$ cat src/shared/asc_pkg.sv
// Purpose: Constants and types for the scan-mode control of a successive-approximation converter
// Assumes: 32-bit classic Wishbone register access, one clock
// Notes: Register offsets are byte addresses
//
// What this block does
// - Scan mode 00b runs one scan over the selected channels, then stops
// - Scan mode 01b is group scan: groups A and B convert on own triggers
// - Group A mask: bit n enables input n; 02h is input 1, 0Eh inputs 1 to 3
// - Group B mask uses the same scheme; 04h places only input 2 in group B
// - Group A trigger code 001001b starts group A on timer channel 4 match A
// - Group B trigger code 001010b starts group B on timer channel 4 match B
// - Writing 1 to the start bit with mode 00b begins a scan, with mode 01b arms the triggers; writing 0 stops it
// - Interrupt enable 1 lets the conversion-end request out; 0 blocks it
// - Conversion-end pending flag clears itself when the interrupt is accepted
// - Source-select write lock is set-once; later writes of 0 have no effect
// - Conversion-end goes through slot 128, gated by that slot's enable bit
package asc_pkg;
   localparam logic [7:0] ASC_OFS_CTRL = 8'h00;
   localparam logic [7:0] ASC_OFS_MASK_A = 8'h04;
   localparam logic [7:0] ASC_OFS_MASK_B = 8'h08;
   localparam logic [7:0] ASC_OFS_TRIG = 8'h0C;
   localparam logic [7:0] ASC_OFS_IRQ = 8'h10;
   localparam logic [7:0] ASC_OFS_STATUS = 8'h14;
   // Control register fields
   localparam int ASC_CTRL_MODE_LSB = 0;
   localparam int ASC_CTRL_IE_BIT = 4;
   localparam int ASC_CTRL_ST_BIT = 7;
   // Trigger register fields
   localparam int ASC_TRIG_B_LSB = 0;
   localparam int ASC_TRIG_A_LSB = 8;
   // Interrupt slot register fields
   localparam int ASC_IRQ_PEND_BIT = 0;
   localparam int ASC_IRQ_EN_BIT = 1;
   localparam int ASC_IRQ_LOCK_BIT = 2;
   localparam int ASC_IRQ_SRC_LSB = 8;
   localparam logic [7:0] ASC_SLOT_VECTOR = 8'h80;
   localparam logic [7:0] ASC_SRC_RESET = 8'h00;
   localparam logic [7:0] ASC_MASK_RESET = 8'h00;
   localparam logic [5:0] ASC_TRIG_RESET = 6'h3F;
   localparam logic [5:0] ASC_TRIG_TMR4_A = 6'h09;
   localparam logic [5:0] ASC_TRIG_TMR4_B = 6'h0A;
   localparam logic [1:0] ASC_MODE_SINGLE = 2'h0;
   localparam logic [1:0] ASC_MODE_GROUP = 2'h1;
   localparam int ASC_CONV_NS = 50;
   localparam int ASC_CLK_NS = 5;
   localparam int ASC_CONV_CYC = (ASC_CONV_NS + ASC_CLK_NS - 1) / ASC_CLK_NS;
   typedef enum logic [1:0] {
      ASC_IDLE = 2'b00,
      ASC_SCAN_A = 2'b01,
      ASC_SCAN_B = 2'b10
   } asc_state_t;
endpackage

$ cat src/core/asc_scan_ctrl.sv
// Purpose: Scan-mode sequencer with channel masks, trigger select and interrupt slot
// Assumes: Timer compare-match inputs are one-cycle pulses synchronous to ref_clk_i
// Notes: Analog conversion is modelled only as a fixed per-channel time
//
// Implementation choices: the placing of the registers and the Wishbone interface to the registers.
`timescale 1ns/1ps
module asc_scan_ctrl
   import asc_pkg::*;
#(
   parameter int NUM_CH = 8,
   parameter int CONV_CYC = ASC_CONV_CYC
) (
   input wire logic ref_clk_i,
   input wire logic rst_i,
   input wire logic wb_cyc_i,
   input wire logic wb_stb_i,
   input wire logic wb_we_i,
   input wire logic [7:0] wb_adr_i,
   input wire logic [3:0] wb_sel_i,
   input wire logic [31:0] wb_dat_i,
   output logic [31:0] wb_dat_o,
   output logic wb_ack_o,
   input wire logic tmr4_match_a_i,
   input wire logic tmr4_match_b_i,
   input wire logic irq_accept_i,
   output logic [NUM_CH-1:0] ch_select_o,
   output logic conv_busy_o,
   output logic conv_end_event_o,
   output logic irq_o
);
   localparam int CW = $clog2(NUM_CH);

   logic [1:0] scan_mode_select;
   logic conversion_end_irq_enable;
   logic conversion_start_bit;
   logic [NUM_CH-1:0] group_a_channel_mask;
   logic [NUM_CH-1:0] group_b_channel_mask;
   logic [5:0] group_a_trigger_select;
   logic [5:0] group_b_trigger_select;
   logic pending_request_flag_slot;
   logic slot_irq_enable_bit;
   logic source_select_write_lock;
   logic [7:0] slot_source;
   asc_state_t state;
   logic [CW-1:0] ch_idx;
   logic [15:0] conv_cnt;
   logic pend_a;
   logic pend_b;

   wire bus_req = wb_cyc_i && wb_stb_i && !wb_ack_o;
   wire bus_wr = bus_req && wb_we_i && wb_sel_i[0];
   wire wr_ctrl = bus_wr && wb_adr_i == ASC_OFS_CTRL;
   wire wr_mask_a = bus_wr && wb_adr_i == ASC_OFS_MASK_A;
   wire wr_mask_b = bus_wr && wb_adr_i == ASC_OFS_MASK_B;
   wire wr_trig = bus_wr && wb_adr_i == ASC_OFS_TRIG && wb_sel_i[1];
   wire wr_irq = bus_wr && wb_adr_i == ASC_OFS_IRQ;
   wire wr_src = wr_irq && wb_sel_i[1] && !source_select_write_lock;
   wire group_mode = scan_mode_select == ASC_MODE_GROUP;
   wire trig_a = group_mode && conversion_start_bit && (
      (group_a_trigger_select == ASC_TRIG_TMR4_A && tmr4_match_a_i) ||
      (group_a_trigger_select == ASC_TRIG_TMR4_B && tmr4_match_b_i));
   wire trig_b = group_mode && conversion_start_bit && (
      (group_b_trigger_select == ASC_TRIG_TMR4_B && tmr4_match_b_i) ||
      (group_b_trigger_select == ASC_TRIG_TMR4_A && tmr4_match_a_i));
   wire [NUM_CH-1:0] cur_mask = (state == ASC_SCAN_B) ? group_b_channel_mask : group_a_channel_mask;
   wire conv_done = state != ASC_IDLE && conv_cnt == 16'(CONV_CYC - 1);

   // Next enabled channel above the current one, per bit of the mask
   logic [NUM_CH-1:0] above;
   logic [CW-1:0] next_idx;
   logic next_found;
   genvar g;
   generate
      for (g = 0; g < NUM_CH; g++) begin : g_above
         assign above[g] = cur_mask[g] && (CW'(g) > ch_idx);
      end
   endgenerate
   always_comb begin
      next_idx = '0;
      next_found = 1'b0;
      for (int i = NUM_CH - 1; i >= 0; i--) begin
         if (above[i]) begin
            next_idx = CW'(i);
            next_found = 1'b1;
         end
      end
   end

   function automatic logic [CW:0] first_ch(input logic [NUM_CH-1:0] m);
      logic [CW:0] r;
      r = '0;
      for (int i = NUM_CH - 1; i >= 0; i--) begin
         if (m[i]) begin
            r = {1'b1, CW'(i)};
         end
      end
      return r;
   endfunction

   wire [CW:0] first_a = first_ch(group_a_channel_mask);
   wire [CW:0] first_b = first_ch(group_b_channel_mask);
   // Only a write that selects single scan may start by software
   wire wr_single = wb_dat_i[ASC_CTRL_MODE_LSB +: 2] == ASC_MODE_SINGLE;
   wire start_sw = wr_ctrl && wb_dat_i[ASC_CTRL_ST_BIT] && !conversion_start_bit && wr_single;
   wire scan_end = conv_done && !next_found;
   wire single_end = scan_end && !group_mode;
   wire end_event = scan_end && conversion_end_irq_enable;
   wire stop_req = wr_ctrl && !wb_dat_i[ASC_CTRL_ST_BIT];
   // A pending trigger is cleared only when its scan really starts or a stop is written
   wire take_sw = start_sw && first_a[CW];
   wire take_a = state == ASC_IDLE && !take_sw && pend_a && first_a[CW];
   wire take_b = state == ASC_IDLE && !take_sw && !(pend_a && first_a[CW]) && pend_b && first_b[CW];

   // Register file
   always_ff @(posedge ref_clk_i or posedge rst_i) begin
      if (rst_i) begin
         scan_mode_select <= ASC_MODE_SINGLE;
         conversion_end_irq_enable <= 1'b0;
         group_a_channel_mask <= NUM_CH'(ASC_MASK_RESET);
         group_b_channel_mask <= NUM_CH'(ASC_MASK_RESET);
         group_a_trigger_select <= ASC_TRIG_RESET;
         group_b_trigger_select <= ASC_TRIG_RESET;
         slot_irq_enable_bit <= 1'b0;
         source_select_write_lock <= 1'b0;
         slot_source <= ASC_SRC_RESET;
      end else begin
         if (wr_ctrl) begin
            scan_mode_select <= wb_dat_i[ASC_CTRL_MODE_LSB +: 2];
            conversion_end_irq_enable <= wb_dat_i[ASC_CTRL_IE_BIT];
         end
         if (wr_mask_a) group_a_channel_mask <= wb_dat_i[NUM_CH-1:0];
         if (wr_mask_b) group_b_channel_mask <= wb_dat_i[NUM_CH-1:0];
         if (wr_trig) begin
            group_a_trigger_select <= wb_dat_i[ASC_TRIG_A_LSB +: 6];
            group_b_trigger_select <= wb_dat_i[ASC_TRIG_B_LSB +: 6];
         end
         if (wr_irq) begin
            slot_irq_enable_bit <= wb_dat_i[ASC_IRQ_EN_BIT];
            source_select_write_lock <= source_select_write_lock | wb_dat_i[ASC_IRQ_LOCK_BIT];
         end
         if (wr_src) slot_source <= wb_dat_i[ASC_IRQ_SRC_LSB +: 8];
      end
   end

   // Start bit and slot pending flag; hardware set wins over clears
   always_ff @(posedge ref_clk_i or posedge rst_i) begin
      if (rst_i) begin
         conversion_start_bit <= 1'b0;
         pending_request_flag_slot <= 1'b0;
      end else begin
         if (wr_ctrl) conversion_start_bit <= wb_dat_i[ASC_CTRL_ST_BIT];
         if (single_end && !(wr_ctrl && wb_dat_i[ASC_CTRL_ST_BIT])) conversion_start_bit <= 1'b0;
         if (end_event) pending_request_flag_slot <= 1'b1;
         else if (irq_accept_i && irq_o) pending_request_flag_slot <= 1'b0;
         else if (wr_irq && !wb_dat_i[ASC_IRQ_PEND_BIT]) pending_request_flag_slot <= 1'b0;
      end
   end

   // Scan sequencer
   always_ff @(posedge ref_clk_i or posedge rst_i) begin
      if (rst_i) begin
         state <= ASC_IDLE;
         ch_idx <= '0;
         conv_cnt <= '0;
         pend_a <= 1'b0;
         pend_b <= 1'b0;
      end else begin
         pend_a <= (pend_a || trig_a) && !(stop_req || take_a);
         pend_b <= (pend_b || trig_b) && !(stop_req || take_b);
         conv_cnt <= (state == ASC_IDLE || conv_done) ? '0 : conv_cnt + 16'h0001;
         if (stop_req) begin
            state <= ASC_IDLE;
         end else begin
            case (state)
               ASC_IDLE: begin
                  if (take_sw) begin
                     state <= ASC_SCAN_A;
                     ch_idx <= first_a[CW-1:0];
                  end else if (take_a) begin
                     state <= ASC_SCAN_A;
                     ch_idx <= first_a[CW-1:0];
                  end else if (take_b) begin
                     state <= ASC_SCAN_B;
                     ch_idx <= first_b[CW-1:0];
                  end
               end
               ASC_SCAN_A, ASC_SCAN_B: begin
                  if (conv_done) begin
                     if (next_found) ch_idx <= next_idx;
                     else state <= ASC_IDLE;
                  end
               end
               default: state <= ASC_IDLE;
            endcase
         end
      end
   end

   // Read mux and outputs
   logic [31:0] rd_data;
   always_comb begin
      rd_data = 32'h00000000;
      case (wb_adr_i)
         ASC_OFS_CTRL: begin
            rd_data[ASC_CTRL_MODE_LSB +: 2] = scan_mode_select;
            rd_data[ASC_CTRL_IE_BIT] = conversion_end_irq_enable;
            rd_data[ASC_CTRL_ST_BIT] = conversion_start_bit;
         end
         ASC_OFS_MASK_A: rd_data[NUM_CH-1:0] = group_a_channel_mask;
         ASC_OFS_MASK_B: rd_data[NUM_CH-1:0] = group_b_channel_mask;
         ASC_OFS_TRIG: begin
            rd_data[ASC_TRIG_A_LSB +: 6] = group_a_trigger_select;
            rd_data[ASC_TRIG_B_LSB +: 6] = group_b_trigger_select;
         end
         ASC_OFS_IRQ: begin
            rd_data[ASC_IRQ_PEND_BIT] = pending_request_flag_slot;
            rd_data[ASC_IRQ_EN_BIT] = slot_irq_enable_bit;
            rd_data[ASC_IRQ_LOCK_BIT] = source_select_write_lock;
            rd_data[ASC_IRQ_SRC_LSB +: 8] = slot_source;
            rd_data[23:16] = ASC_SLOT_VECTOR;
         end
         ASC_OFS_STATUS: begin
            rd_data[1:0] = state;
            rd_data[8 +: CW] = ch_idx;
         end
         default: rd_data = 32'h00000000;
      endcase
   end

   always_ff @(posedge ref_clk_i or posedge rst_i) begin
      if (rst_i) begin
         wb_ack_o <= 1'b0;
         wb_dat_o <= 32'h00000000;
         ch_select_o <= '0;
         conv_busy_o <= 1'b0;
         conv_end_event_o <= 1'b0;
         irq_o <= 1'b0;
      end else begin
         wb_ack_o <= bus_req;
         wb_dat_o <= bus_req ? rd_data : 32'h00000000;
         ch_select_o <= (state == ASC_IDLE) ? '0 : (NUM_CH'(1) << ch_idx);
         conv_busy_o <= state != ASC_IDLE;
         conv_end_event_o <= end_event;
         irq_o <= (pending_request_flag_slot || end_event) && slot_irq_enable_bit
            && !(irq_accept_i && irq_o);
      end
   end
endmodule // asc_scan_ctrl

$ cat config.mk
export PLATFORM = sky130hd
export DESIGN_NAME = asc_scan_ctrl
export DESIGN_NICKNAME = d
export VERILOG_FILES = /design/src/shared/asc_pkg.sv /design/src/core/asc_scan_ctrl.sv
export SDC_FILE = /design/constraint.sdc
export NUM_CORES = 1
export LEC_CHECK = 0
export BUFFER_PORTS_ARGS = -buffer_cell sky130_fd_sc_hd__buf_2
export CORE_ASPECT_RATIO = 1.5
export CORE_MARGIN = 5
export CORE_UTILIZATION = 50
export DETAILED_ROUTE_END_ITERATION = 8
export PLACE_DENSITY = 0.76
export SETUP_SLACK_MARGIN = 0.4
export SYNTH_ARGS = -nofsm -noshare
export SYNTH_HDL_FRONTEND = slang
export SYNTH_SLANG_ARGS = --single-unit
$ cat constraint.sdc
create_clock -name ref_clk_i -period 3.2 [get_ports ref_clk_i]
set_input_delay 0.64 -clock ref_clk_i [delete_from_list [all_inputs] [get_ports ref_clk_i]]
set_output_delay 0.64 -clock ref_clk_i [all_outputs]
set_load 0.01 [all_outputs]
==> flow_summary_export.csv <==
group,metric,value,unit
logic_synthesis,synth.distinct_cells,68,
layout,drive_gt1_share,30.46,%
global_routing,grt_pass1_vias,3640,
timing,finalCritPeriodShare,78.08,%
clock_network,post_cts_resized,0,
worst_setup_path,endpoint,"ch_idx[0]$_DFFE_PP0P_",
worst_setup_path,r2r-end,"ch_idx[0]$_DFFE_PP0P_",
worst_setup_path,worst-path-stages,7,
timing,skew,0.009920,ns
global_routing,track_usage,19.31,%
logic_synthesis,synthesis.instances,433,
layout,layout.cells.most_common,"dfrtp_1",
global_routing,grt_overflow,0,
timing,rsz0062_at_grt,"no",
logic_synthesis,synth_edf_count,0,
routing,dr.pass1.iters,6,
layout,final_cell_mix,"83 x dfrtp_1, 62 x buf_2, 54 x nor2_1",
floorplanning,dieArea,0.01166,mm2
timing,fin_ws,0.7015,ns
global_routing,grt_pass1_wl,18110,um
worst_setup_path,cp_top_family,"compound AO/OA/AOI/OAI gates",
layout,nFillCells,792,
logic_synthesis,async_flop_share,100.0,%
placement,numPortBuffers,62,
layout,syn_to_final_growth,13.37,%
clock_network,ctsRootBufferMaster,"clkbuf_16",
logic_synthesis,ys_warn_count,0,
floorplanning,fp.dieH,129.8,um
timing,clock.fmax,400.2,MHz
timing,hold_viol_final,0,
layout,fin_cells,611,
floorplanning,row_count,43,
routing,post-route-drc-count,0,
layout,insertedDiodeCount,0,
logic_synthesis,synthFlopType,"dfrtp_1",
clock_network,htree_num_levels,3,
timing,max_slew_margin,54.63,%
worst_setup_path,slowest_delay,0.44,ns
timing,maxSlewViolCount,0,
worst_setup_path,worstSetupEndpointType,"flop",
worst_setup_path,crit_buf_inv,1,
worst_setup_path,crit_chain,"inv_1, ha_1, mux2i_1, o32a_1, and4bb_4, o31a_1, o32a_1",
floorplanning,start_util,51.39,%
pwr,peakVddDrop,0.0003529,V
timing,setup_tns,0,ns
pwr,p_per_area,538.5,mW/mm2
timing,setup_violations,0,
worst_setup_path,reg2reg_from,"state[0]$_DFFE_PP0P_",
floorplanning,io_pins,96,
worst_setup_path,cp_common_cell,"o32a_1",
placement,dpl.hpwl,8226,um
clock_network,cts_tree,"yes",
routing,viasPerCell,5.766,
routing,vias,3523,
run_status,status,"finished, final reports clean",
worst_setup_path,startpoint,"state[0]$_DFFE_PP0P_",
layout,nNetsFinal,551,
global_routing,antenna_found_initial,0,
global_routing,grt_max_degree,66,
placement,gp_congestion,0.9426,
pwr,p_leak,2.568,nW
worst_setup_path,cp.arrival,2.72,ns
clock_network,cts_buffers,9,
layout,final_core_util,58.26,%
worst_setup_path,reg2reg_depth,7,
routing,wire_per_inst,17.76,um
min_path,hold_class,"primary input to asynchronous set/reset pin",
worst_setup_path,path_max_fanout,8,
logic_synthesis,ys_seq_area_share,50.01,%
clock_network,path_clk_slew,0.07,ns
clock_network,clock-sinks,95,
clock_network,cts_buffer_depth,2,
worst_setup_path,crit_slowest_cell,"dfrtp_1",
worst_setup_path,start_kind,"flop",
placement,place_ws,0.4833,ns
run,drv_cap,0,
clock_network,hold_buffers,0,
floorplanning,die_w,89.86,um
timing,worst_pin_slew,0.6710,ns
clock_network,cts_setup_buffers,0,
floorplanning,core,0.009308,mm2
worst_setup_path,critPathRequiredTime,3.42,ns
worst_setup_path,ff2ff_setup_slack,0.70,ns
timing,post-route-min-period,2.498,ns
routing,drt_iter0_drc,204,
logic_synthesis,syn_area,0.004783,mm2
routing,wl,10850,um
clock_network,clock_latency,0.34,ns
logic_synthesis,synth_area_per_cell,11.05,um2
placement,place_inst,595,
pwr,power,2.920,mW
worst_setup_path,criticalPathCategory,"flop to flop",
routing,ant_nets,0,
logic_synthesis,ys_seq_elements,95,
[cell families (layout without fill, tap and decap cells)]
| family | count (synthesis) | in the layout | share of synthesized area (%) |
|---|---|---|---|
| other | 1 | 15 | 0.07840 |
| adders and majority gates | 5 | 5 | 1.308 |
| buffers and inverters | 41 | 93 | 4.996 |
| and+or+nand+nor | 156 | 156 | 17.89 |
| xor gates and xnor gates | 14 | 14 | 2.563 |
| muxes | 53 | 53 | 12.71 |
| AOI/OAI and AO/OA | 68 | 68 | 10.44 |
| DFF | 95 | 95 | 50.01 |
[registers in the layout (all words and copies together) (netlist names), 2 cells and up]
signal / count
ch_idx: 3
ch_select_o: 8
conv_cnt: 16
group_a_channel_mask: 8
group_a_trigger_select: 6
group_b_channel_mask: 8
group_b_trigger_select: 6
scan_mode_select: 2
slot_source: 8
state: 2
wb_dat_o: 17
[power by group]
group          internal (mW)  total [mW]  switching, mW
clock network          0.611        1.07          0.454
registers               1.26        1.36          0.102
logic                  0.192       0.495          0.303
total                   2.06        2.92          0.859
[metal layers]
layer	vias to the layer above	track usage (%)	wire length (um)	part of all wire [%]
li1	1645	-	-	-
met1	1748	22.32	4187	39
met2	107	34.70	5854	54
met3	23	4.268	558	5.1
met4	0	7.888	249	2.3
met5	-	0	0	0
[layout make-up]
type	instances	area, um2	area share [%]
inverters	13	52.55	0.9691
clock inverters	6	66.31	1.223
repair buffers	64	337.8	6.230
multi-input cells	311	2205	40.66
well taps	112	140.1	2.584
clock buffers	10	229.0	4.222
flip-flops and latches	95	2392	44.12
[through the flow]
| stage | hold WS [ns] | area, um2 |
|---|---|---|
| final | 0.3901 | 5423 |
| after global placement | 0.4549 | 5127 |
| after floorplan | 0.4421 | 4840 |
| after global routing | 0.4452 | 5423 |
| after detailed placement | 0.4750 | 5127 |
| after CTS | 0.4057 | 5423 |
[synthesized netlist by cell type (all sizes together), types with 4 or more instances]
cell type / instances / area [um2]
and3: 9 / 56.30
nand4: 4 / 40.04
nand2b: 4 / 25.02
a211oi: 4 / 30.03
nor2: 56 / 225.2
nor3: 10 / 50.05
xor2: 10 / 87.58
buf: 21 / 162.7
nand2: 23 / 86.33
xnor2: 4 / 35.03
nand3: 12 / 60.06
o211ai: 5 / 42.54
inv: 13 / 48.80
mux2i: 9 / 90.09
mux2: 42 / 473.0
a31oi: 4 / 25.02
and2: 5 / 31.28
clkbuf: 7 / 27.52
dfrtp: 83 / 2077
dfstp: 12 / 315.3
nor2b: 6 / 37.54
o32a: 4 / 40.04
ha: 5 / 62.56
a22oi: 11 / 82.58
nor4: 7 / 58.81
o21ai: 15 / 90.09
a21oi: 8 / 40.04
[worst min-delay path by stage]
stage                                           endpoint  cells after the start
finish                             wb_dat_o[2]$_DFF_PP0_                      2
global placement                  wb_dat_o[15]$_DFF_PP0_                      1
global route                       wb_dat_o[2]$_DFF_PP0_                      2
CTS                      slot_irq_enable_bit$_DFFE_PP0P_                      2
floorplan           source_select_write_lock$_DFFE_PP0P_                      1
detailed placement  source_select_write_lock$_DFFE_PP0P_                      1
Power figures use the tool's default switching activity.
